**config.mk**
```make
export PLATFORM = sky130hd
export DESIGN_NAME = dmar_top
export DESIGN_NICKNAME = d
export VERILOG_FILES = /design/src/rtl/dmar_top.v /design/src/rtl/dmar_req_sense.v /design/src/rtl/dmar_src_mux.v
export VERILOG_INCLUDE_DIRS = /design/src /design/src/rtl
export SDC_FILE = /design/constraint.sdc
export NUM_CORES = 1
export LEC_CHECK = 0
export ABC_AREA = 0
export BUFFER_PORTS_ARGS = -buffer_cell sky130_fd_sc_hd__buf_4
export CAP_MARGIN = 40
export CORE_ASPECT_RATIO = 0.7
export CORE_MARGIN = 4
export CORE_UTILIZATION = 45
export DETAILED_ROUTE_END_ITERATION = 10
export GPL_TIMING_DRIVEN = 0
export PLACE_DENSITY = 0.67
export SYNTH_ARGS = -nofsm -noshare
export SYNTH_HDL_FRONTEND = slang
export SYNTH_SLANG_ARGS = --single-unit
```
**constraint.sdc**
```tcl
create_clock -name ref_clk -period 5.9 [get_ports ref_clk]
set_input_delay 1.475 -clock ref_clk [delete_from_list [all_inputs] [get_ports ref_clk]]
set_output_delay 1.475 -clock ref_clk [all_outputs]
set_load 0.02 [all_outputs]
```
**src/rtl/dmar_defs.vh**
```
`ifndef DMAR_DEFS_VH
`define DMAR_DEFS_VH
// register offsets (byte addresses, 8-bit registers)
`define DMAR_ADDR_W 4
`define DMAR_OFS_MODE0 4'h0
`define DMAR_OFS_MODE1 4'h1
`define DMAR_OFS_SRC0 4'h2
`define DMAR_OFS_SRC1 4'h3
`define DMAR_OFS_CNT0 4'h4
`define DMAR_OFS_CNT1 4'h5
`define DMAR_OFS_CMD 4'h6
`define DMAR_OFS_END 4'h7
`define DMAR_OFS_REQST 4'h8
`define DMAR_OFS_DEVS0 4'h9
`define DMAR_OFS_DEVS1 4'hA
// channel mode register fields
`define DMAR_MODE_EN 0
`define DMAR_MODE_SWS 1
`define DMAR_MODE_SENSE 2
`define DMAR_MODE_ADM 3
// command register fields
`define DMAR_CMD_MASTER 0
`define DMAR_CMD_IE0 3
`define DMAR_CMD_IE1 4
// source selector codes
`define DMAR_SRC_SW 5'h00
`define DMAR_SRC_EXT 5'h07
// device class codes (3 bits: src [2:0], dst [5:3])
`define DMAR_DEV_IMEM 3'h0
`define DMAR_DEV_IPER 3'h1
`define DMAR_DEV_XMEM 3'h2
`define DMAR_DEV_XMAP 3'h3
`define DMAR_DEV_XACK 3'h4
// reset values
`define DMAR_RST_8 8'h00
// bus cycle states
`define DMAR_ST_IDLE 3'h0
`define DMAR_ST_SINGLE 3'h1
`define DMAR_ST_RD 3'h2
`define DMAR_ST_WR 3'h3
`define DMAR_ST_DONE 3'h4
`endif

```
**src/rtl/dmar_top.v**
```verilog
// Implementation choices: the strobed register port and the address map.
`timescale 1ns/100ps
`include "dmar_defs.vh"
module dmar_top (
   ref_clk,
   rstn,
   reg_addr,
   reg_wdata,
   reg_wr,
   reg_rd,
   reg_rdata,
   ext_request_n,
   ext_acknowledge,
   periph_req0,
   periph_req1,
   uart_tx_ready_req_n,
   uart_rx_ready_req_n,
   endpoint2_dma_req_n,
   endpoint3_dma_req_n,
   bus_addr,
   bus_rd,
   bus_wr,
   bus_done,
   bus_rdata,
   external_data_bus_out,
   external_data_bus_oe,
   channel_irq,
   config_error
);
   input wire ref_clk;
   input wire rstn;
   input wire [3:0] reg_addr;
   input wire [7:0] reg_wdata;
   input wire reg_wr;
   input wire reg_rd;
   output reg [7:0] reg_rdata;
   input wire [1:0] ext_request_n;
   output reg [1:0] ext_acknowledge;
   input wire [23:0] periph_req0;
   input wire [23:0] periph_req1;
   input wire uart_tx_ready_req_n;
   input wire uart_rx_ready_req_n;
   input wire endpoint2_dma_req_n;
   input wire endpoint3_dma_req_n;
   output reg [7:0] bus_addr;
   output reg bus_rd;
   output reg bus_wr;
   input wire bus_done;
   input wire [15:0] bus_rdata;
   output reg [15:0] external_data_bus_out;
   output reg external_data_bus_oe;
   output reg [1:0] channel_irq;
   output reg [1:0] config_error;

   ////////////////////////////////////////////////////////////////////////////
   // registers
   reg [7:0] mode_q [0:1];
   reg [4:0] src_q [0:1];
   reg [7:0] cnt_q [0:1];
   reg [5:0] devs_q [0:1];
   reg [7:0] cmd_q;
   reg [1:0] end_q;
   reg [1:0] sw_pend_q;
   reg [2:0] st_q;
   reg act_q;
   // request status samples: peripheral pin bits one cycle, external request bits three cycles behind the pins
   reg [5:0] reqst_q;
   wire [1:0] ext_pulse;
   wire [1:0] ext_level;
   wire [1:0] trig;
   wire [1:0] from_ext;
   wire [1:0] ready;
   wire [1:0] legal;
   wire [23:0] preq [0:1];
   assign preq[0] = periph_req0;
   assign preq[1] = periph_req1;

   ////////////////////////////////////////////////////////////////////////////
   // per-channel request path
   genvar g;
   generate
      for (g = 0; g < 2; g = g + 1) begin : ch
         wire [2:0] sdev;
         wire [2:0] ddev;
         wire single_ok;
         wire dual_ok;
         dmar_req_sense u_sense (
            .ref_clk(ref_clk),
            .rstn(rstn),
            .ext_request_n(ext_request_n[g]),
            .request_sense_select(mode_q[g][`DMAR_MODE_SENSE]),
            .ext_req_pulse(ext_pulse[g]),
            .ext_req_level(ext_level[g])
         );
         dmar_src_mux u_mux (
            .request_source_select(src_q[g]),
            .ext_req(ext_pulse[g]),
            .sw_req(sw_pend_q[g]),
            .periph_req(preq[g]),
            .trig(trig[g]),
            .from_ext(from_ext[g])
         );
         assign sdev = devs_q[g][2:0];
         assign ddev = devs_q[g][5:3];
         // ack device paired with external memory only
         assign single_ok = ((sdev == `DMAR_DEV_XACK) && (ddev == `DMAR_DEV_XMEM || ddev == `DMAR_DEV_XMAP)) ||
                            ((ddev == `DMAR_DEV_XACK) && (sdev == `DMAR_DEV_XMEM || sdev == `DMAR_DEV_XMAP));
         // any pair of codes up to ack, but not ack to ack
         assign dual_ok = !((sdev == `DMAR_DEV_XACK) && (ddev == `DMAR_DEV_XACK)) &&
                          (sdev <= `DMAR_DEV_XACK) && (ddev <= `DMAR_DEV_XACK);
         assign legal[g] = mode_q[g][`DMAR_MODE_ADM] ? dual_ok : single_ok;
         assign ready[g] = cmd_q[`DMAR_CMD_MASTER] & mode_q[g][`DMAR_MODE_EN] & legal[g] & (cnt_q[g] != 8'h00);
      end
   endgenerate

   ////////////////////////////////////////////////////////////////////////////
   // channel selection: channel 0 first
   wire idle = (st_q == `DMAR_ST_IDLE);
   wire go0 = idle & ready[0] & trig[0];
   wire go1 = idle & ~go0 & ready[1] & trig[1];
   wire go = go0 | go1;
   wire gch = go1;
   // final item of the active channel
   wire last = (cnt_q[act_q] == 8'h01);

   ////////////////////////////////////////////////////////////////////////////
   // register writes and channel bookkeeping
   integer i;
   always @(posedge ref_clk or negedge rstn) begin
      if (!rstn) begin
         for (i = 0; i < 2; i = i + 1) begin
            mode_q[i] <= `DMAR_RST_8;
            src_q[i] <= 5'h00;
            cnt_q[i] <= `DMAR_RST_8;
            devs_q[i] <= 6'h00;
         end
         cmd_q <= `DMAR_RST_8;
         end_q <= 2'b00;
         sw_pend_q <= 2'b00;
         channel_irq <= 2'b00;
      end else begin
         // accepted software start no longer pending
         if (go && src_q[gch] == `DMAR_SRC_SW)
            sw_pend_q[gch] <= 1'b0;
         // a start written in the same cycle wins over acceptance
         for (i = 0; i < 2; i = i + 1) begin
            if (reg_wr && reg_addr == (`DMAR_OFS_MODE0 + i[3:0])) begin
               mode_q[i] <= {reg_wdata[7:2], 1'b0, reg_wdata[0]};
               if (reg_wdata[`DMAR_MODE_SWS])
                  sw_pend_q[i] <= 1'b1;
            end
            if (reg_wr && reg_addr == (`DMAR_OFS_SRC0 + i[3:0]))
               src_q[i] <= reg_wdata[4:0];
            if (reg_wr && reg_addr == (`DMAR_OFS_CNT0 + i[3:0]))
               cnt_q[i] <= reg_wdata;
            if (reg_wr && reg_addr == (`DMAR_OFS_DEVS0 + i[3:0]))
               devs_q[i] <= reg_wdata[5:0];
            // clear by writing 1; new end event wins
            if (reg_wr && reg_addr == `DMAR_OFS_END && reg_wdata[i])
               end_q[i] <= 1'b0;
         end
         if (reg_wr && reg_addr == `DMAR_OFS_CMD)
            cmd_q <= {3'b000, reg_wdata[4:0]};
         // interrupt is a one-cycle pulse
         channel_irq <= 2'b00;
         if (st_q == `DMAR_ST_DONE) begin
            cnt_q[act_q] <= cnt_q[act_q] - 8'h01;
            if (last) begin
               end_q[act_q] <= 1'b1;
               mode_q[act_q][`DMAR_MODE_EN] <= 1'b0;
               channel_irq[act_q] <= act_q ? cmd_q[`DMAR_CMD_IE1] : cmd_q[`DMAR_CMD_IE0];
            end
         end
      end
   end

   ////////////////////////////////////////////////////////////////////////////
   // bus cycle engine
   always @(posedge ref_clk or negedge rstn) begin
      if (!rstn) begin
         st_q <= `DMAR_ST_IDLE;
         act_q <= 1'b0;
         bus_addr <= 8'h00;
         bus_rd <= 1'b0;
         bus_wr <= 1'b0;
         ext_acknowledge <= 2'b00;
         external_data_bus_out <= 16'h0000;
         external_data_bus_oe <= 1'b0;
      end else begin
         case (st_q)
            // wait for an accepted request
            `DMAR_ST_IDLE: begin
               if (go) begin
                  act_q <= gch;
                  bus_addr <= {gch, 7'h00};
                  if (mode_q[gch][`DMAR_MODE_ADM]) begin
                     st_q <= `DMAR_ST_RD;
                     bus_rd <= 1'b1;
                  end else begin
                     st_q <= `DMAR_ST_SINGLE;
                     bus_rd <= (devs_q[gch][2:0] != `DMAR_DEV_XACK);
                     bus_wr <= (devs_q[gch][2:0] == `DMAR_DEV_XACK);
                     external_data_bus_oe <= 1'b0;
                     // the ack device is strobed for the whole access
                     ext_acknowledge[gch] <= 1'b1;
                  end
               end
            end
            // single: one access, own data pins released
            `DMAR_ST_SINGLE: begin
               if (bus_done) begin
                  bus_rd <= 1'b0;
                  bus_wr <= 1'b0;
                  ext_acknowledge <= 2'b00;
                  st_q <= `DMAR_ST_DONE;
               end
            end
            // dual read: wait for the source
            `DMAR_ST_RD: begin
               if (bus_done) begin
                  // read data goes straight to the write cycle
                  bus_rd <= 1'b0;
                  bus_wr <= 1'b1;
                  bus_addr <= {act_q, 7'h01};
                  external_data_bus_out <= bus_rdata;
                  external_data_bus_oe <= 1'b1;
                  if (from_ext[act_q])
                     ext_acknowledge[act_q] <= 1'b1;
                  st_q <= `DMAR_ST_WR;
               end
            end
            // dual write: drive the captured item
            `DMAR_ST_WR: begin
               if (bus_done) begin
                  bus_wr <= 1'b0;
                  external_data_bus_oe <= 1'b0;
                  ext_acknowledge <= 2'b00;
                  st_q <= `DMAR_ST_DONE;
               end
            end
            // one cycle for count and end bookkeeping
            `DMAR_ST_DONE: st_q <= `DMAR_ST_IDLE;
            default: st_q <= `DMAR_ST_IDLE;
         endcase
      end
   end

   ////////////////////////////////////////////////////////////////////////////
   // request status and readback
   always @(posedge ref_clk or negedge rstn) begin
      if (!rstn) begin
         reqst_q <= 6'h00;
         config_error <= 2'b00;
         reg_rdata <= 8'h00;
      end else begin
         reqst_q <= {ext_level[1], ext_level[0], ~endpoint3_dma_req_n, ~endpoint2_dma_req_n,
                     ~uart_rx_ready_req_n, ~uart_tx_ready_req_n};
         config_error <= {mode_q[1][`DMAR_MODE_EN] & ~legal[1], mode_q[0][`DMAR_MODE_EN] & ~legal[0]};
         // read data stands one cycle, else zero
         reg_rdata <= 8'h00;
         if (reg_rd) begin
            case (reg_addr)
               `DMAR_OFS_MODE0: reg_rdata <= mode_q[0];
               `DMAR_OFS_MODE1: reg_rdata <= mode_q[1];
               `DMAR_OFS_SRC0: reg_rdata <= {3'b000, src_q[0]};
               `DMAR_OFS_SRC1: reg_rdata <= {3'b000, src_q[1]};
               `DMAR_OFS_CNT0: reg_rdata <= cnt_q[0];
               `DMAR_OFS_CNT1: reg_rdata <= cnt_q[1];
               `DMAR_OFS_CMD: reg_rdata <= cmd_q;
               `DMAR_OFS_END: reg_rdata <= {4'h0, 2'b00, end_q};
               `DMAR_OFS_REQST: reg_rdata <= {2'b00, reqst_q};
               `DMAR_OFS_DEVS0: reg_rdata <= {2'b00, devs_q[0]};
               `DMAR_OFS_DEVS1: reg_rdata <= {2'b00, devs_q[1]};
               default: reg_rdata <= 8'h00;
            endcase
         end
      end
   end
endmodule // dmar_top

```
**src/rtl/dmar_req_sense.v**
```verilog
`timescale 1ns/100ps
`include "dmar_defs.vh"
module dmar_req_sense (
   input wire ref_clk,
   input wire rstn,
   input wire ext_request_n,
   input wire request_sense_select,
   output wire ext_req_pulse,
   output wire ext_req_level
);
   reg s1_q;
   reg s2_q;
   reg s3_q;
   always @(posedge ref_clk or negedge rstn) begin
      if (!rstn) begin
         s1_q <= 1'b1;
         s2_q <= 1'b1;
         s3_q <= 1'b1;
      end else begin
         s1_q <= ext_request_n;
         s2_q <= s1_q;
         s3_q <= s2_q;
      end
   end
   assign ext_req_level = ~s2_q;
   // edge: previous high, current low; level: low
   assign ext_req_pulse = request_sense_select ? (s3_q & ~s2_q) : ~s2_q;
endmodule // dmar_req_sense

```
**src/rtl/dmar_src_mux.v**
```verilog
`timescale 1ns/100ps
`include "dmar_defs.vh"
module dmar_src_mux (
   input wire [4:0] request_source_select,
   input wire ext_req,
   input wire sw_req,
   input wire [23:0] periph_req,
   output reg trig,
   output reg from_ext
);
   always @* begin
      trig = 1'b0;
      from_ext = 1'b0;
      case (request_source_select)
         `DMAR_SRC_SW: trig = sw_req;
         `DMAR_SRC_EXT: begin
            trig = ext_req;
            from_ext = 1'b1;
         end
         default: begin
            // codes 1..6 and 8..25 map to peripheral lines
            if (request_source_select < `DMAR_SRC_EXT)
               trig = periph_req[request_source_select - 5'h01];
            else if (request_source_select < 5'h1A)
               trig = periph_req[request_source_select - 5'h02];
            else
               trig = 1'b0;
         end
      endcase
   end
endmodule // dmar_src_mux

```
# Word-level counts from Yosys, hierarchy flattened
# Index checks and enable logic that the tools add are counted.
# W data, S select, Z words.
# totals
ff_bits	120
in_bits	87
output_inout_bits	41
elab_cells	270
# classes
add_sub_neg	5
order_cmp	19
n_eq_ne	38
n_mux	89
n_bitwise	35
reduce_logical	55
# op_table
cell	count
$mux W8	11
$pmux W8 S11	1
$mux W16	3
$mux W1	34
$eq A3 B2 Y1 const B	10
$logic_and A1 B1 Y1	26
$lt A5 B6 Y1 const B	4
$mux W2	11
$bmux W1 S5	4
$eq A3 B3 Y1 const B	6
$mux W3	6
$and A16 B16 Y16	1
$bwmux W16	1
$demux W8 S1	2
$eq A4 B3 Y1 const B	4
$not A16 Y16	1
$pmux W8 S2	1
$reduce_bool A8 Y1	2
$and A1 B1 Y1	15
$logic_not A5 Y1	3
$mux W5	3
$eq A4 B4 Y1 const B	3
$le A3 B3 Y1 const B	4
$mux W4	3
39 further kinds	82

# Depth between registers and ports, before layout
# logic_depth
depth_word	23
ltp_mapped	12
depth_no_buf	10

# Modules after synthesis
# From an unflattened synthesis, not the netlist that was laid out.
# hier_totals
cells_unflattened	647
hier_area_um2	6723.9
# modules_own_cells
module	instances	cells_each	area_each_um2	seq_area_each_um2
dmar_top	1	493	5320.1	2652.5
dmar_src_mux	2	71	606.8	0.0
dmar_req_sense	2	6	95.1	78.8

# Least setup slack after synthesis
# OpenSTA, ideal clock, no wires.
# synth_timing
kind	in2reg
startpoint	input periph_req0[19]
endpoint	register bus_wr
t_arrival_ns	3.590
t_required_ns	5.821
setup_slack_ns	2.231
stages	8
path_buffers	0
path_cell_list	mux4_1 mux2_2 a221o_1 inv_2 o32a_4 mux2_4 a221oi_2 mux2i_1
# synth_via
elab_chain_cells	18
# synth_lines
item	line_no	rtl
start: declaration	dmar_top.v:39	input wire [23:0] periph_req0;
$bmux W1 S5	dmar_src_mux.v:25	trig = periph_req[request_source_select - 5'h02];
$mux W1 (not written as such)	dmar_src_mux.v:25	
$mux W1	dmar_src_mux.v:24	else if (request_source_select < 5'h1A)
$mux W1 *	dmar_src_mux.v:22	if (request_source_select < `DMAR_SRC_EXT)
$pmux W1 S2 *	dmar_src_mux.v:14	case (request_source_select)
$and A1 B1 Y1 *	dmar_top.v:119	wire go0 = idle & ready[0] & trig[0];
$not A1 Y1	dmar_top.v:120	wire go1 = idle & ~go0 & ready[1] & trig[1];
$and A1 B1 Y1 (3 in a row)	dmar_top.v:120	
$not A1 Y2 (not written as such)	dmar_top.v:196, dmar_top.v:202	
$mux W3 (not written as such) (3 in a row)	dmar_top.v:202	bus_wr <= (devs_q[gch][2:0] == `DMAR_DEV_XACK);
$eq A3 B3 Y1 (no line)	-	
$mux W1	dmar_top.v:196	if (mode_q[gch][`DMAR_MODE_ADM]) begin
$mux W1	dmar_top.v:193	if (go) begin
$pmux W1 S3	dmar_top.v:190	case (st_q)
end signal: assignment	dmar_top.v:202	
end: declaration	dmar_top.v:47	output reg bus_wr;
# Every way passes the cells marked *; elsewhere a longest branch is shown, timed or not. The select of a mux whose other input is x is not followed.
# A chain may end at the register's enable or synchronous reset.

# Final worst setup path
# layout_timing
startpoint	input reg_addr[2]
endpoint	register cnt_q[7] (netlist name)
# layout_via
elab_chain_cells	5
# layout_lines
item	line_no	rtl
start: declaration	dmar_top.v:32	input wire [3:0] reg_addr;
$eq A4 B3 Y1 *	dmar_top.v:154	if (reg_wr && reg_addr == (`DMAR_OFS_CNT0 + i[3:0]))
$logic_and A1 B1 Y1 *	dmar_top.v:154	
$mux W8 *	dmar_top.v:154	
$bwmux W16	dmar_top.v:167	cnt_q[act_q] <= cnt_q[act_q] - 8'h01;
$mux W16 *	dmar_top.v:166	if (st_q == `DMAR_ST_DONE) begin
end signal: indexed assignment	dmar_top.v:134	cnt_q[i] <= `DMAR_RST_8;
end signal: indexed assignment	dmar_top.v:155	cnt_q[i] <= reg_wdata;
end signal: indexed assignment	dmar_top.v:167	
end: declaration	dmar_top.v:59	reg [7:0] cnt_q [0:1];
# Every way passes the cells marked *; elsewhere a longest branch is shown, timed or not.

==> results_dict.tcl <==
set metrics [dict create \
    grt_first_pass_wirelength_um 32900 \
    final_util_pct 56.2 \
    grt_max_degree 65 \
    slew_headroom_pct 43.1 \
    routabilityCongestion 0.959 \
    cts_tree "yes" \
    fin_crit_ns 3.69 \
    hp-class "register to register" \
    drv_slew 0 \
    synth_flop_cell "dfrtp_1" \
    cts_made_buffers 9 \
    cts_resized 0 \
    fin_cells 1007 \
    dpl.hpwl_um 16100 \
    ir_drop_mv 0.306 \
    first_pass_iters 7 \
    p_per_area_nw_per_um2 392 \
    cap_viol_max_count 0 \
    die_area_um2 17200 \
    groute.usage.overall_pct 24.0 \
    cp_max_fo 10 \
    fmax_ghz 0.271 \
    synth-seq-cells 112 \
    grt_setup_unrepaired "no" \
    finalSetupViolations 0 \
    hold_buffers 0 \
    syn2layout_area_growth_pct 21.7 \
    fin_worst_skew_ns 0.0108 \
    rows 37 \
    crit_path_frequent_cell "clkbuf_1" \
    end_kind "register" \
    drc 0 \
    grt-ovfl-total 0 \
    synth_edf_count 0 \
    critical_path_buf_inv_count 3 \
    syn_area_per_cell_um2 10.1 \
    antenna_found_initial 0 \
    core_um2 14800 \
    fin_nets 907 \
    tns_ns 0 \
    clockRootBuffer "clkbuf_16" \
    grt_pass1_vias 6021 \
    routed_wl_um 20900 \
    synthesis.instances 672 \
    p_leak_nw 3.78 \
    synthArstFlopShare_pct 100 \
    arrival_ns 3.91 \
    yosysUniqueCellTypes 68 \
    vias_per_cell 5.88 \
    clk_latency_ns 0.36 \
    synth_area_leaders "dfrtp_1 (39%), mux2_2 (7.9%), mux2i_1 (5.4%), mux4_2 (4.3%), nand2_1 (3.9%)" \
    postRouteAntennaNets 0 \
    num_antenna_cells 0 \
    hold_viol 0 \
    ys_warn_count 0 \
    syn-cell-area_um2 6820 \
    crit_path_max_incr_delay_ns 0.48 \
    final_common_cell "buf_4" \
    cts_setup_buffers 0 \
    dpl_cell_area_um2 7990 \
    ys_seq_area_share_pct 41.2 \
    path_delay_family "buffers and inverters" \
    io_pins 128 \
    port_buffers 116 \
    start_kind "primary input" \
    clock_sinks 112 \
    slowest_stage "nor2_1" \
    start_util_pct 46.2 \
    timing_worst_setup_path_type "primary input to register" \
    cp_cell_sequence "clkbuf_1 > nor2b_1 > clkbuf_1 > nand2_1 > nor2_1 > clkbuf_1 > nor2b_1 > a211oi_1 > a21oi_1" \
    netlist.top_cell.by_area "dfrtp_1" \
    wl_per_cell_um 20.7 \
    chipWidth_um 155 \
    clkTransAtPathRegs_ns 0.08 \
    place_inst 991 \
    netlist.area_leader.share_pct 38.9 \
    finish.instance_area_um2 8290 \
    crit_required_ns 6.12 \
    die_y_um 111 \
    run_status "finished, final reports clean" \
    tightest_slew_ns 0.846 \
    vias 5924 \
    min_period_over_period_pct 62.6 \
    cts_max_level 3 \
    final_cell_mix "buf_4 (125), dfrtp_1 (106), nand2_1 (70)" \
    layout-drive-gt1-share_pct 27.8 \
    cts.path.max_buffers 2 \
    drt_first_iter_violations 555 \
]
==> per-stage QoR <==
stage	worst slack [ns]	power (mW)	hold slack, ns
final	2.21	3.25	0.358
after floorplan	2.23	2.15	0.345
after global routing	2.07	3.44	0.367
after global placement	1.92	2.59	0.346
after CTS	2.26	3.25	0.358
after detailed placement	1.91	2.63	0.347
==> cell families after synthesis <==
group | share of synthesized area, %
and+or+nand+nor | 14.7
DFF | 41.2
muxes | 20.6
other | 0.0550
adders and majority gates | 2.39
xor gates and xnor gates | 1.93
buffers and inverters | 5.03
AOI/OAI and AO/OA | 14.1
==> layout make-up <==
| type | instances | area (um^2) |
|---|---|---|
| Inverter | 33 | 124 |
| Multi-Input combinational cell | 488 | 3680 |
| Clock buffer | 9 | 225 |
| Buffer | 44 | 219 |
| Clock inverter | 7 | 75.1 |
| Fill cell | 1308 | 6470 |
| Timing Repair Buffer | 119 | 913 |
| Sequential cell | 112 | 2810 |
| Tap cell | 195 | 244 |
==> path summary, 6_finish.rpt <==
kind / to / start / cells past startpoint / slack [ns]
worst max-delay path: cnt_q[7] / reg_addr[2] / 9 / 2.21
worst max register to register: ext_acknowledge[1] / src_q[1] / 11 / 2.28
min in group asynchronous: src_q[9] / rstn / 1 / 1.21
max in group asynchronous: ch[1].u_sense.s1_q / rstn / 2 / 3.91
worst min-delay path: ch[0].u_sense.s2_q / ch[0].u_sense.s1_q / 0 / 0.36
worst min register to register: ch[0].u_sense.s2_q / ch[0].u_sense.s1_q / 0 / 0.36
==> Yosys cell counts (9+ instances only) <==
cell type	instances
a211oi_1	17
a21oi_1	38
a22oi_1	13
and2_1	10
buf_4	9
clkbuf_1	28
dfrtp_1	106
ha_1	13
inv_1	31
mux2_2	48
mux2i_1	37
mux4_2	13
nand2_1	70
nand3_1	11
nor2_1	45
nor2b_1	18
nor3_1	9
o21ai_0	21
xnor2_1	9
==> flip-flops by register name, indices dropped and copies added, names as in the netlist, 3 cells and up <==
register,count
cmd_q,5
external_data_bus_out,16
ch.sdev,6
st_q,3
reg_rdata,8
cnt_q,16
src_q,10
ch.ddev,6
mode_q,14
reqst_q,6
==> metal layers <==
layer / track usage (%) / part of all wire, % / vias to the layer above
met5: 0 / 0 / -
met4: 4.18 / 0.99 / 0
met3: 6.13 / 11 / 18
met2: 35.1 / 43 / 287
met1: 36.2 / 45 / 2926
li1: - / - / 2693
==> power breakdown <==
part	switching [mW]	leakage [nW]	internal, mW
logic	0.804	2.24	0.665
registers	0.190	1.39	0.982
clock network	0.312	0.142	0.299
total	1.31	3.78	1.95
No activity file was read; power rests on OpenSTA's default activity.
